`src/bhi_pkg.sv`:
```
/*
 Package for the baseband host interface: widths, register file geometry,
 chosen register indexes, reset values and the pin bundle types.
 Assumes nothing beyond a SystemVerilog compiler.
*/
package bhi_pkg;
    localparam int          ADDR_W       = 8;
    localparam int          DATA_W       = 8;
    localparam int          IDX_W        = 7;
    localparam int          REG_DEPTH    = 128;
    localparam int          SYNC_STAGES  = 3;
    localparam int          CLK_SYS_HZ   = 25000000;
    localparam int          SCLK_MAX_HZ  = 11000000;
    // Serial bit count: 8 address bits then 8 data bits
    localparam logic [3:0]  CNT_LAST_ADR = 4'h7;
    localparam logic [3:0]  CNT_LAST_DAT = 4'hf;
    localparam logic [3:0]  CNT_RST      = 4'h0;
    // Register indexes that steer local logic
    localparam logic [6:0]  IDX_TEST_SEL = 7'h10;
    localparam logic [6:0]  IDX_CLK_DIV  = 7'h11;
    // Chip strobe divider
    localparam logic [1:0]  DIV_LAST2    = 2'h1;
    localparam logic [1:0]  DIV_LAST4    = 2'h3;
    localparam logic [1:0]  DIV_RST      = 2'h0;
    localparam logic [7:0]  BYTE_RST     = 8'h00;
    localparam logic [3:0]  PINS_RST     = 4'h9;

    // Control port pins, sampled as one bundle
    typedef struct packed {
        logic cs_n;
        logic sclk;
        logic rw;
        logic sd;
    } bhi_ctrl_pins_t;

    // Transmit chip pair
    typedef struct packed {
        logic i;
        logic q;
    } bhi_chip_t;
endpackage

```
`src/bhi_host_if.sv`:
```
/*
 Host-facing logic of the baseband processor: four-wire serial control
 port with its register array, receive-ready handshake, receive standby,
 transmit chip output and test port.
 Assumes the serial clock is at most an eighth of clk_sys so that the
 three-flop sampling sees every edge; datapath strobes share clk_sys.
*/
`timescale 1ns/1ps
`default_nettype none
// How it works
// - Ready output high marks received data start
// - Ready rises once frame delimiter is detected
// - Ready drops on enable loss or header error
// - Enable low keeps receiver and converters off
// - Eight address bits then eight data bits
// - Every serial byte moves MSB first
// - Data pin driven only while direction reads
// - Serial data captured on serial clock rise
// - Serial clock treated as unrelated to clk_sys
// - Direction high reads, low writes
// - Chip select high ignores all port pins
// - Chip select leaves transmit and receive alone
// - Reset disables transmit, receive; enters standby
// - Reset never touches stored configuration
// - Chip clocks derived from clk_sys by two/four
// - Transmit I and Q outputs at chip rate
// - Test port shows a chosen internal value
// - Chip select high restarts the port sequencer
// - Address least significant bit is ignored
// - Serial rise samples and launches read data
module bhi_host_if
    import bhi_pkg::*;
(
    // Clock and reset
    input  wire logic       clk_sys,
    input  wire logic       arst_n,
    // Control port pins
    input  wire logic       ctrl_cs_n,
    input  wire logic       ctrl_sclk,
    input  wire logic       ctrl_rw,
    input  wire logic       ctrl_serial_io_i,
    output logic            ctrl_serial_io_o,
    output logic            ctrl_serial_io_oe,
    // Receive handshake
    input  wire logic       rx_enable_in,
    input  wire logic       sfd_detect,
    input  wire logic       header_error,
    output logic            rx_frame_ready,
    output logic            rx_adc_enable,
    // Transmit side
    input  wire logic       tx_enable_in,
    input  wire bhi_chip_t  tx_chip_in,
    output logic            tx_active,
    output logic            chip_strobe,
    output logic            tx_inphase_out,
    output logic            tx_quadrature_out,
    // Power and test
    output logic            power_standby,
    output logic [7:0]      test_port
);
    ////////////////////////////////////////////////////////////////////////
    // Pin sampling

    bhi_ctrl_pins_t pins_raw;
    bhi_ctrl_pins_t pins_s;
    logic [1:0]     en_s;

    assign pins_raw = '{cs_n: ctrl_cs_n, sclk: ctrl_sclk, rw: ctrl_rw,
                        sd: ctrl_serial_io_i};

    // Serial pins arrive on their own clock
    bhi_pin_sync #(.W(4), .RST(PINS_RST)) u_ctrl_sync (
        .clk_sys (clk_sys),
        .arst_n  (arst_n),
        .pin_in  (pins_raw),
        .pin_out (pins_s)
    );

    // Enables come from the host pins as well
    bhi_pin_sync #(.W(2), .RST(2'h0)) u_en_sync (
        .clk_sys (clk_sys),
        .arst_n  (arst_n),
        .pin_in  ({rx_enable_in, tx_enable_in}),
        .pin_out (en_s)
    );

    ////////////////////////////////////////////////////////////////////////
    // Serial control port

    // Register address with its spare low bit dropped
    function automatic logic [IDX_W-1:0] reg_idx(input logic [7:0] a);
        return a[7:1];
    endfunction

    // Configuration store: deliberately no reset, so a master
    // reset leaves every setting where software put it
    logic [DATA_W-1:0] regs [REG_DEPTH];

    logic       sclk_prev_q;
    logic [3:0] cnt_q;
    logic [3:0] cnt_d;
    logic [7:0] adr_q;
    logic [7:0] adr_d;
    logic [7:0] dat_q;
    logic [7:0] dat_d;
    logic [7:0] rd_q;
    logic [7:0] rd_d;
    logic       oe_q;
    logic       sel;
    logic       rise;
    logic       adr_done;
    logic       wr_fire;
    logic [7:0] adr_full;
    logic [7:0] dat_full;

    // Port decode on synchronised pins, some four cycles late
    assign sel      = ~pins_s.cs_n;
    assign rise     = sel & pins_s.sclk & ~sclk_prev_q;
    assign adr_full = {adr_q[6:0], pins_s.sd};
    assign dat_full = {dat_q[6:0], pins_s.sd};
    assign adr_done = rise & (cnt_q == CNT_LAST_ADR);
    assign wr_fire  = rise & (cnt_q == CNT_LAST_DAT) & ~pins_s.rw;

    // Sequencer next state; deselect forces a restart
    assign cnt_d = !sel ? CNT_RST
                 : rise ? 4'(cnt_q + 4'h1) : cnt_q;
    assign adr_d = (rise && cnt_q <= CNT_LAST_ADR) ? adr_full : adr_q;
    assign dat_d = (rise && cnt_q > CNT_LAST_ADR) ? dat_full : dat_q;
    // Read byte loaded on the last address rise, shifted on later rises
    assign rd_d  = adr_done ? regs[reg_idx(adr_full)]
                 : rise ? {rd_q[6:0], 1'b0} : rd_q;

    always_ff @(posedge clk_sys or negedge arst_n) begin
        if (!arst_n) begin
            sclk_prev_q <= 1'b0;
            cnt_q       <= CNT_RST;
            adr_q       <= BYTE_RST;
            dat_q       <= BYTE_RST;
            rd_q        <= BYTE_RST;
            oe_q        <= 1'b0;
        end else begin
            sclk_prev_q <= pins_s.sclk;
            cnt_q       <= cnt_d;
            adr_q       <= adr_d;
            dat_q       <= dat_d;
            rd_q        <= rd_d;
            oe_q        <= sel & pins_s.rw;
        end
    end

    // Writes already sit in clk_sys here, so no extra crossing
    always_ff @(posedge clk_sys) begin
        if (wr_fire) begin
            regs[reg_idx(adr_q)] <= dat_full;
        end
    end

    // Data and enable both leave flops, so the pin never glitches
    assign ctrl_serial_io_o  = rd_q[7];
    assign ctrl_serial_io_oe = oe_q;

    ////////////////////////////////////////////////////////////////////////
    // Receive handshake

    logic rdy_q;
    logic rdy_d;
    logic adc_q;

    // Drop wins over a delimiter seen in the same cycle
    assign rdy_d = (!en_s[1] || header_error) ? 1'b0
                 : sfd_detect ? 1'b1 : rdy_q;

    always_ff @(posedge clk_sys or negedge arst_n) begin
        if (!arst_n) begin
            rdy_q <= 1'b0;
            adc_q <= 1'b0;
        end else begin
            rdy_q <= rdy_d;
            adc_q <= en_s[1];
        end
    end

    // Receive outputs straight from their flops
    assign rx_frame_ready = rdy_q;
    assign rx_adc_enable  = adc_q;

    ////////////////////////////////////////////////////////////////////////
    // Chip clock divider and transmit outputs

    logic [1:0] div_q;
    logic       div4;
    logic       stb;
    logic       stb_q;
    logic       txa_q;
    bhi_chip_t  chip_q;

    // Bit 0 of the divider register picks divide by four
    assign div4 = regs[IDX_CLK_DIV][0];
    assign stb  = div4 ? (div_q == DIV_LAST4)
                       : (div_q[0] == DIV_LAST2[0]);

    always_ff @(posedge clk_sys or negedge arst_n) begin
        if (!arst_n) begin
            div_q  <= DIV_RST;
            stb_q  <= 1'b0;
            txa_q  <= 1'b0;
            chip_q <= '0;
        end else begin
            div_q  <= 2'(div_q + 2'h1);
            stb_q  <= stb;
            txa_q  <= en_s[0];
            if (stb) begin
                chip_q <= en_s[0] ? tx_chip_in : '0;
            end
        end
    end

    // Chip pair stands unchanged between strobes
    assign tx_active         = txa_q;
    assign chip_strobe       = stb_q;
    assign tx_inphase_out    = chip_q.i;
    assign tx_quadrature_out = chip_q.q;

    ////////////////////////////////////////////////////////////////////////
    // Standby and test port

    logic       stby_q;
    logic [7:0] test_q;
    logic [7:0] test_d;
    logic [7:0] tsel;

    // Select 0 shows port state, otherwise the addressed register
    assign tsel   = regs[IDX_TEST_SEL];
    assign test_d = (tsel == BYTE_RST)
                  ? {rdy_q, adc_q, txa_q, oe_q, cnt_q}
                  : regs[reg_idx(tsel)];

    always_ff @(posedge clk_sys or negedge arst_n) begin
        if (!arst_n) begin
            stby_q <= 1'b1;
            test_q <= BYTE_RST;
        end else begin
            stby_q <= 1'b0;
            test_q <= test_d;
        end
    end

    // Standby stays up for the whole reset
    assign power_standby = stby_q;
    assign test_port     = test_q;
endmodule
`default_nettype wire

```
`src/bhi_pin_sync.sv`:
```
/*
 Three-stage pin synchroniser with agreement filter.
 Assumes asynchronous pins; the output moves only when stages two and
 three agree, so a single-cycle glitch past stage two is not taken.
*/
`timescale 1ns/1ps
`default_nettype none
module bhi_pin_sync
    import bhi_pkg::*;
#(
    parameter int         W   = 4,
    parameter logic [W-1:0] RST = '0
) (
    // Clock and reset
    input  wire logic         clk_sys,
    input  wire logic         arst_n,
    // Raw pins and filtered result
    input  wire logic [W-1:0] pin_in,
    output logic [W-1:0]      pin_out
);
    logic [W-1:0] s1_q;
    logic [W-1:0] s2_q;
    logic [W-1:0] s3_q;
    logic [W-1:0] agree;

    // Bits whose last two stages match
    assign agree = ~(s2_q ^ s3_q);

    // Stage one feeds only stage two
    always_ff @(posedge clk_sys or negedge arst_n) begin
        if (!arst_n) begin
            s1_q    <= RST;
            s2_q    <= RST;
            s3_q    <= RST;
            pin_out <= RST;
        end else begin
            s1_q    <= pin_in;
            s2_q    <= s1_q;
            s3_q    <= s2_q;
            pin_out <= (agree & s3_q) | (~agree & pin_out);
        end
    end
endmodule
`default_nettype wire

```
`config.mk`:
```
export PLATFORM = sky130hd
export DESIGN_NAME = bhi_host_if
export DESIGN_NICKNAME = d
export VERILOG_FILES = /design/src/bhi_pkg.sv /design/src/bhi_host_if.sv /design/src/bhi_pin_sync.sv
export SDC_FILE = /design/constraint.sdc
export NUM_CORES = 2
export LEC_CHECK = 0
export BUFFER_PORTS_ARGS = -buffer_cell sky130_fd_sc_hd__buf_2
export CORE_UTILIZATION = 30
export DETAILED_ROUTE_END_ITERATION = 8
export GPL_TIMING_DRIVEN = 0
export PLACE_DENSITY = 0.46
export SYNTH_ARGS = -nofsm -noshare
export SYNTH_HDL_FRONTEND = slang
export SYNTH_SLANG_ARGS = --single-unit
```
`constraint.sdc`:
```
create_clock -name clk_sys -period 2.7 [get_ports clk_sys]
set_input_delay 0.135 -clock clk_sys [delete_from_list [all_inputs] [get_ports clk_sys]]
set_output_delay 0.135 -clock clk_sys [all_outputs]
set_load 0.01 [all_outputs]
```
# ---- After elaboration in Yosys (flattened, before gate mapping)
# Memories as Yosys holds them, arrays and structs flattened.
# Cells that the tools add are included.
dict set report word_totals {
  reg_bits 70
  ram_bits 1024
  inputBits 12
  out_inout_bits 17
  elab_cells 71
  mem_count 1
}
dict set report classes {
  n_addsub 2
  magnitude_cmp 2
  n_eq_ne 3
  mux 11
  bitwise 21
  n_reduce_logical 8
}
# name depth width read_ports rd_clocked_by_memory_dff wr line_no
set mem_list {}
lappend mem_list {regs 128 8 4 0 1 bhi_host_if.sv:97} ;# logic [DATA_W-1:0] regs [REG_DEPTH];
# cell count
set op_table {}
lappend op_table {{8-bit two-way mux} 3}
lappend op_table {{4-bit bitwise AND} 2}
lappend op_table {{8-bit logical NOT} 1}
lappend op_table {{4-bit two-way mux} 2}
lappend op_table {{4-bit inverter} 2}
lappend op_table {{1-bit bitwise AND} 6}
lappend op_table {{2-bit nonzero test} 3}
lappend op_table {{1-bit two-way mux} 5}
lappend op_table {{4-bit by 1-bit adder with 4-bit output, second input constant} 1}
lappend op_table {{2-bit bitwise AND} 2}
lappend op_table {{4-bit by 3-bit == test with 1-bit output, second input constant} 1}
lappend op_table {{4-bit == test, second input constant} 1}
lappend op_table {{4-bit by 3-bit > comparator with 1-bit output, second input constant} 1}
lappend op_table {{4-bit by 3-bit <= comparator with 1-bit output, second input constant} 1}
lappend op_table {{2-bit inverter} 2}
lappend op_table {{4-bit OR} 1}
lappend op_table {{4-bit XOR} 1}
lappend op_table {{1-bit inverter} 3}
lappend op_table {{2-bit by 1-bit adder with 2-bit output, second input constant} 1}
lappend op_table {{2-bit == test, second input constant} 1}
lappend op_table {{1-bit logical AND} 2}
lappend op_table {{2-bit two-way mux} 1}
lappend op_table {{2-bit OR} 1}
lappend op_table {{2-bit XOR} 1}
lappend op_table {{2 further kinds} 2}

# ---- Longest topological paths before layout
dict set report logic_depth {
  depth_word 7
  depth_mapped 12
  ltp_nobuf 8
}

# ---- By module
# A second synthesis with hierarchy kept.
dict set report unflattened {
  hier_cells 2571
  area_unflattened_um2 50626.1
}
# mod n_inst cells_per_inst area_per_inst_um2
set by_module_without_submodules {}
lappend by_module_without_submodules {bhi_host_if 1 2541 49947.9}
lappend by_module_without_submodules {{bhi_pin_sync (u_ctrl_sync)} 1 20 455.4}
lappend by_module_without_submodules {{bhi_pin_sync (u_en_sync)} 1 10 222.7}

# ---- Worst setup path before layout
# No wires, ideal clock.
dict set report synth_timing {
  kind {reg2reg}
  startpoint {register with a tool-made name}
  endpoint {memory regs[96][0] (enable)}
  t_arrival_ps 2498
  path_slack_ps -168
  path_stages_with_launch 10
  period_less_slack_ps 2868
  path_cell_list {dfrtp_1 -> nor2b_1 -> clkbuf_1 -> nor2b_1 -> clkbuf_1 -> nand2_2 -> nor4_1 -> nand2_1 -> clkbuf_1 -> nor2_1}
}
# item line_no
set synth_rtl {}
lappend synth_rtl {{end: declaration} bhi_host_if.sv:97}

==> key figures <==
Status
  • Status: complete, but fails checks
  • Violated checks: max-capacitance violations, max-slew violations, negative setup slack

Timing
  • Slew @ Worst Pin: 1501 ps
  • Final min period: 3328 ps
  • Setup WS post-layout: -628.1 ps
  • Slew Limit Fails: 10
  • Final setup skew: 32.60 ps
  • Period utilization: 1.233
  • RSZ-0062 raised after global routing: yes
  • Final hold viol count: 0
  • Final setup viols: 463
  • Peak Freq: 300.5 MHz
  • Slew headroom: -0.0009309

Critical path
  • Worst path max stage delay: 510 ps
  • CP dominant cell by count: buf_12
  • Slowest-stage cell, CP: edfxtp_1
  • CP Data Required Time: 3360 ps
  • Worst path cell trace: buf_12 > buf_12 > buf_12 > buf_12 > mux4_2 > nand3_2 > a31o_2 > o211ai_1 > o2111ai_2 > o31ai_4
  • Setup crit end kind: flip-flop
  • CP Launch Type: flip-flop
  • Delay-heaviest family, CP: compound AO/OA/AOI/OAI gates
  • WS Path Type: reg2reg
  • CP arrival: 3980 ps
  • CP max FO: 10
  • Crit path buf inv count: 4

Logic synthesis
  • Share of the synthesized area in the top cell type: 0.6067
  • Synth Flop Type: edfxtp_1
  • Ys Warns: 0
  • EDFF count, synth: 1024
  • Leading post-synthesis cells by cell area: edfxtp_1 (61%), mux4_2 (21%), mux2i_1 (3.7%), dfrtp_1 (3.0%), nand2_1 (1.3%)
  • Syn avg cell area: 18.34 um^2
  • Synth unique cells: 74
  • Sequential share of the synthesized area: 0.6415
  • Yosys reg bits: 1094
  • Synth Cell Area: 50680 um^2
  • Synth async-reset ratio: 0.06399
  • Synth area leader: edfxtp_1
  • Post-Syn Instances: 2763
  • Syn Nets: 2777

Placed design
  • GPL Wtd Cong: 1.034
  • Placed Instance Area: 54150 um^2
  • Count of input and output buffers: 28
  • Pre-CTS WS: -3795 ps
  • Dpl hpwl: 180.9 mm
  • Placed cell count: 5011

Clocking
  • Clock Tree Buf Depth: 3
  • Root buffer cell: clkbuf_16
  • H-tree depth: 4
  • Worst skew pair latency: 780 ps
  • CTS tree: done
  • Clk slew on worst S/H paths: 60 ps
  • Num CTS Buffers: 130
  • Sink Count: 1094

Routing
  • Antenna Nets Post-Route: 0
  • DR iter-0 viols: 6392
  • WL final: 273.9 mm
  • DRC: 0
  • DR vias: 36530
  • DRT Pass-1 Iters: 6
  • DR vias/cell: 6.387
  • Post-DR wirelength/cell: 47.88 um

Global route
  • Pin count of the biggest net entering global routing: 81
  • Initial antenna violation count: 23
  • GRT overflow: 0
  • Total GRT Usage: 0.3156
  • First-pass GRT wire length: 347.0 mm
  • Vias in the first global route: 34580

Layout
  • Final instance area: 68890 um^2
  • Area grow syn2layout: 35.93%
  • Final std cells w/o fill: 5719
  • Nets: 3421
  • Register area: 32550 um^2
  • Share of cells above drive strength 1: 0.5016
  • Footprint of the multi-input gates: 19580 um^2
  • Layout filler cell count: 14840

Floorplan
  • Std-Cell Rows: 150
  • Die W: 413.0 um
  • Core ar.: 167400 um^2
  • Starting Density: 0.3027
  • Top Ports: 29
  • Die ar.: 170600 um^2
  • Chip height: 413.0 um

Power
  • Total chip power: 52.89 mW
  • Max IR drop VDD: 0.0006467 V
  • Power density over the cells: 767.7 nW/um^2
  • Leakage: 22.55 nW

Min path
  • Hold/Removal Path Class: in2reg

Run
  • Max cap viols: 1
## area by class of cell
cell class,count,share of cell area
Sequential cell,1094,0.4724
Inverter,10,0.0009807
Timing Repair Buffer,526,0.09272
Buffer,191,0.04951
Multi-Input combinational cell,1454,0.2843
Clock buffer,164,0.05091
Antenna cell,4,0.0001453
Clock inverter,72,0.009027
Tap cell,2204,0.04003
## Yosys cell counts, types with 18 or more instances
master	instances
edfxtp_1	1024
mux4_2	468
mux2i_1	189
nand2_1	175
nor2_1	171
clkbuf_1	85
a22oi_1	61
dfrtp_1	61
buf_2	59
nand3_1	45
a21oi_1	42
o21ai_0	36
buf_4	35
mux2_2	18
o22ai_1	18
## power by group
part	switching, mW	internal (mW)	leakage (nW)
combinational	10.6	6.11	10.1
sequential	0.237	18.5	10.4
clock	7.51	10.0	2.02
## state kept, by name, indices dropped and copies added, names as in the netlist, 4 cells and up, named ones only
register          flops
dat_q                 7
test_port             8
u_ctrl_sync.s1_q      4
u_ctrl_sync.s3_q      4
u_ctrl_sync.s2_q      4
rd_q                  8
cnt_q                 4
adr_q                 8
regs               1024
## layout by cell type (no fill, tap or decap), types with 12 or more instances in the layout
cell type      count
clkbuf_8          21
a22oi_1           48
nor2_2            17
buf_2             30
dlygate4sd3_1     15
mux2i_1          157
nor2_1            25
mux2_2            17
mux4_2           471
dfrtp_1           52
o21ai_0           14
buf_6             57
clkbuf_16        157
nand3_2           14
buf_16            79
a22oi_2           13
buf_12           163
buf_4            270
a21oi_1           25
clkinv_1          27
clkinv_2          24
mux2i_2           21
clkbuf_4          17
nand3_1           28
a21oi_2           14
edfxtp_1        1024
nand2_2           29
nor2_4           129
nand2_1          136
buf_8             20
clkbuf_2          17
clkbuf_1          31
nand4_1           15
o221ai_1          12
## what timing repair did
action | CTS | global route
resized for setup | 1072 | 141
gates cloned | 9 | 7
endpoints found under the hold margin | 79 | 0
setup buffers | 327 | 125
hold buffers | 16 | 0
pin swaps | 162 | 72
setup endpoints to repair | 1045 | 495
## path summary, 6_finish.rpt
kind,startpoint,end,slack (ps),cells after the start
worst max-delay path,regs[16][2],test_port[5],-630,10
worst min-delay path,ctrl_rw,u_ctrl_sync.s1_q[1],40,2
worst max register to register,regs[16][2],test_port[5],-630,10
worst min register to register,u_en_sync.s1_q[0],u_en_sync.s2_q[0],350,0
max in group asynchronous,arst_n,u_ctrl_sync.s1_q[0],2000,4
min in group asynchronous,arst_n,u_en_sync.s1_q[0],420,4
## cells by family after synthesis
logic type	after synthesis	share of synthesized area
compound gates	277	0.03864
fa+ha+maj	8	0.001679
other cells	1	0.00007399
buf+inv	215	0.02256
flops	1094	0.6415
mux	683	0.2534
simple gates	482	0.04157
xor+xnor	3	0.0005185
## through the flow
stage                     hold slack (ps)    util  TNS [ps]
after floorplan                    -160.6       -    -48220
after global placement              239.3  0.3207  -4646290
after detailed placement            125.4  0.3235  -2911590
after CTS                          0.2744  0.4003     -5199
after global routing                27.57  0.4115     -6248
final                               35.07  0.4115    -16770
## metal layers
layer / track usage / vias up / routed length, um
met2: 0.4519 / 3149 / 115000
met5: 0.004522 / - / 220
li1: - / 12980 / -
met3: 0.09557 / 805 / 35040
met4: 0.2134 / 16 / 22500
met1: 0.4097 / 19580 / 101100
No activity file was read; power rests on OpenSTA's default activity.
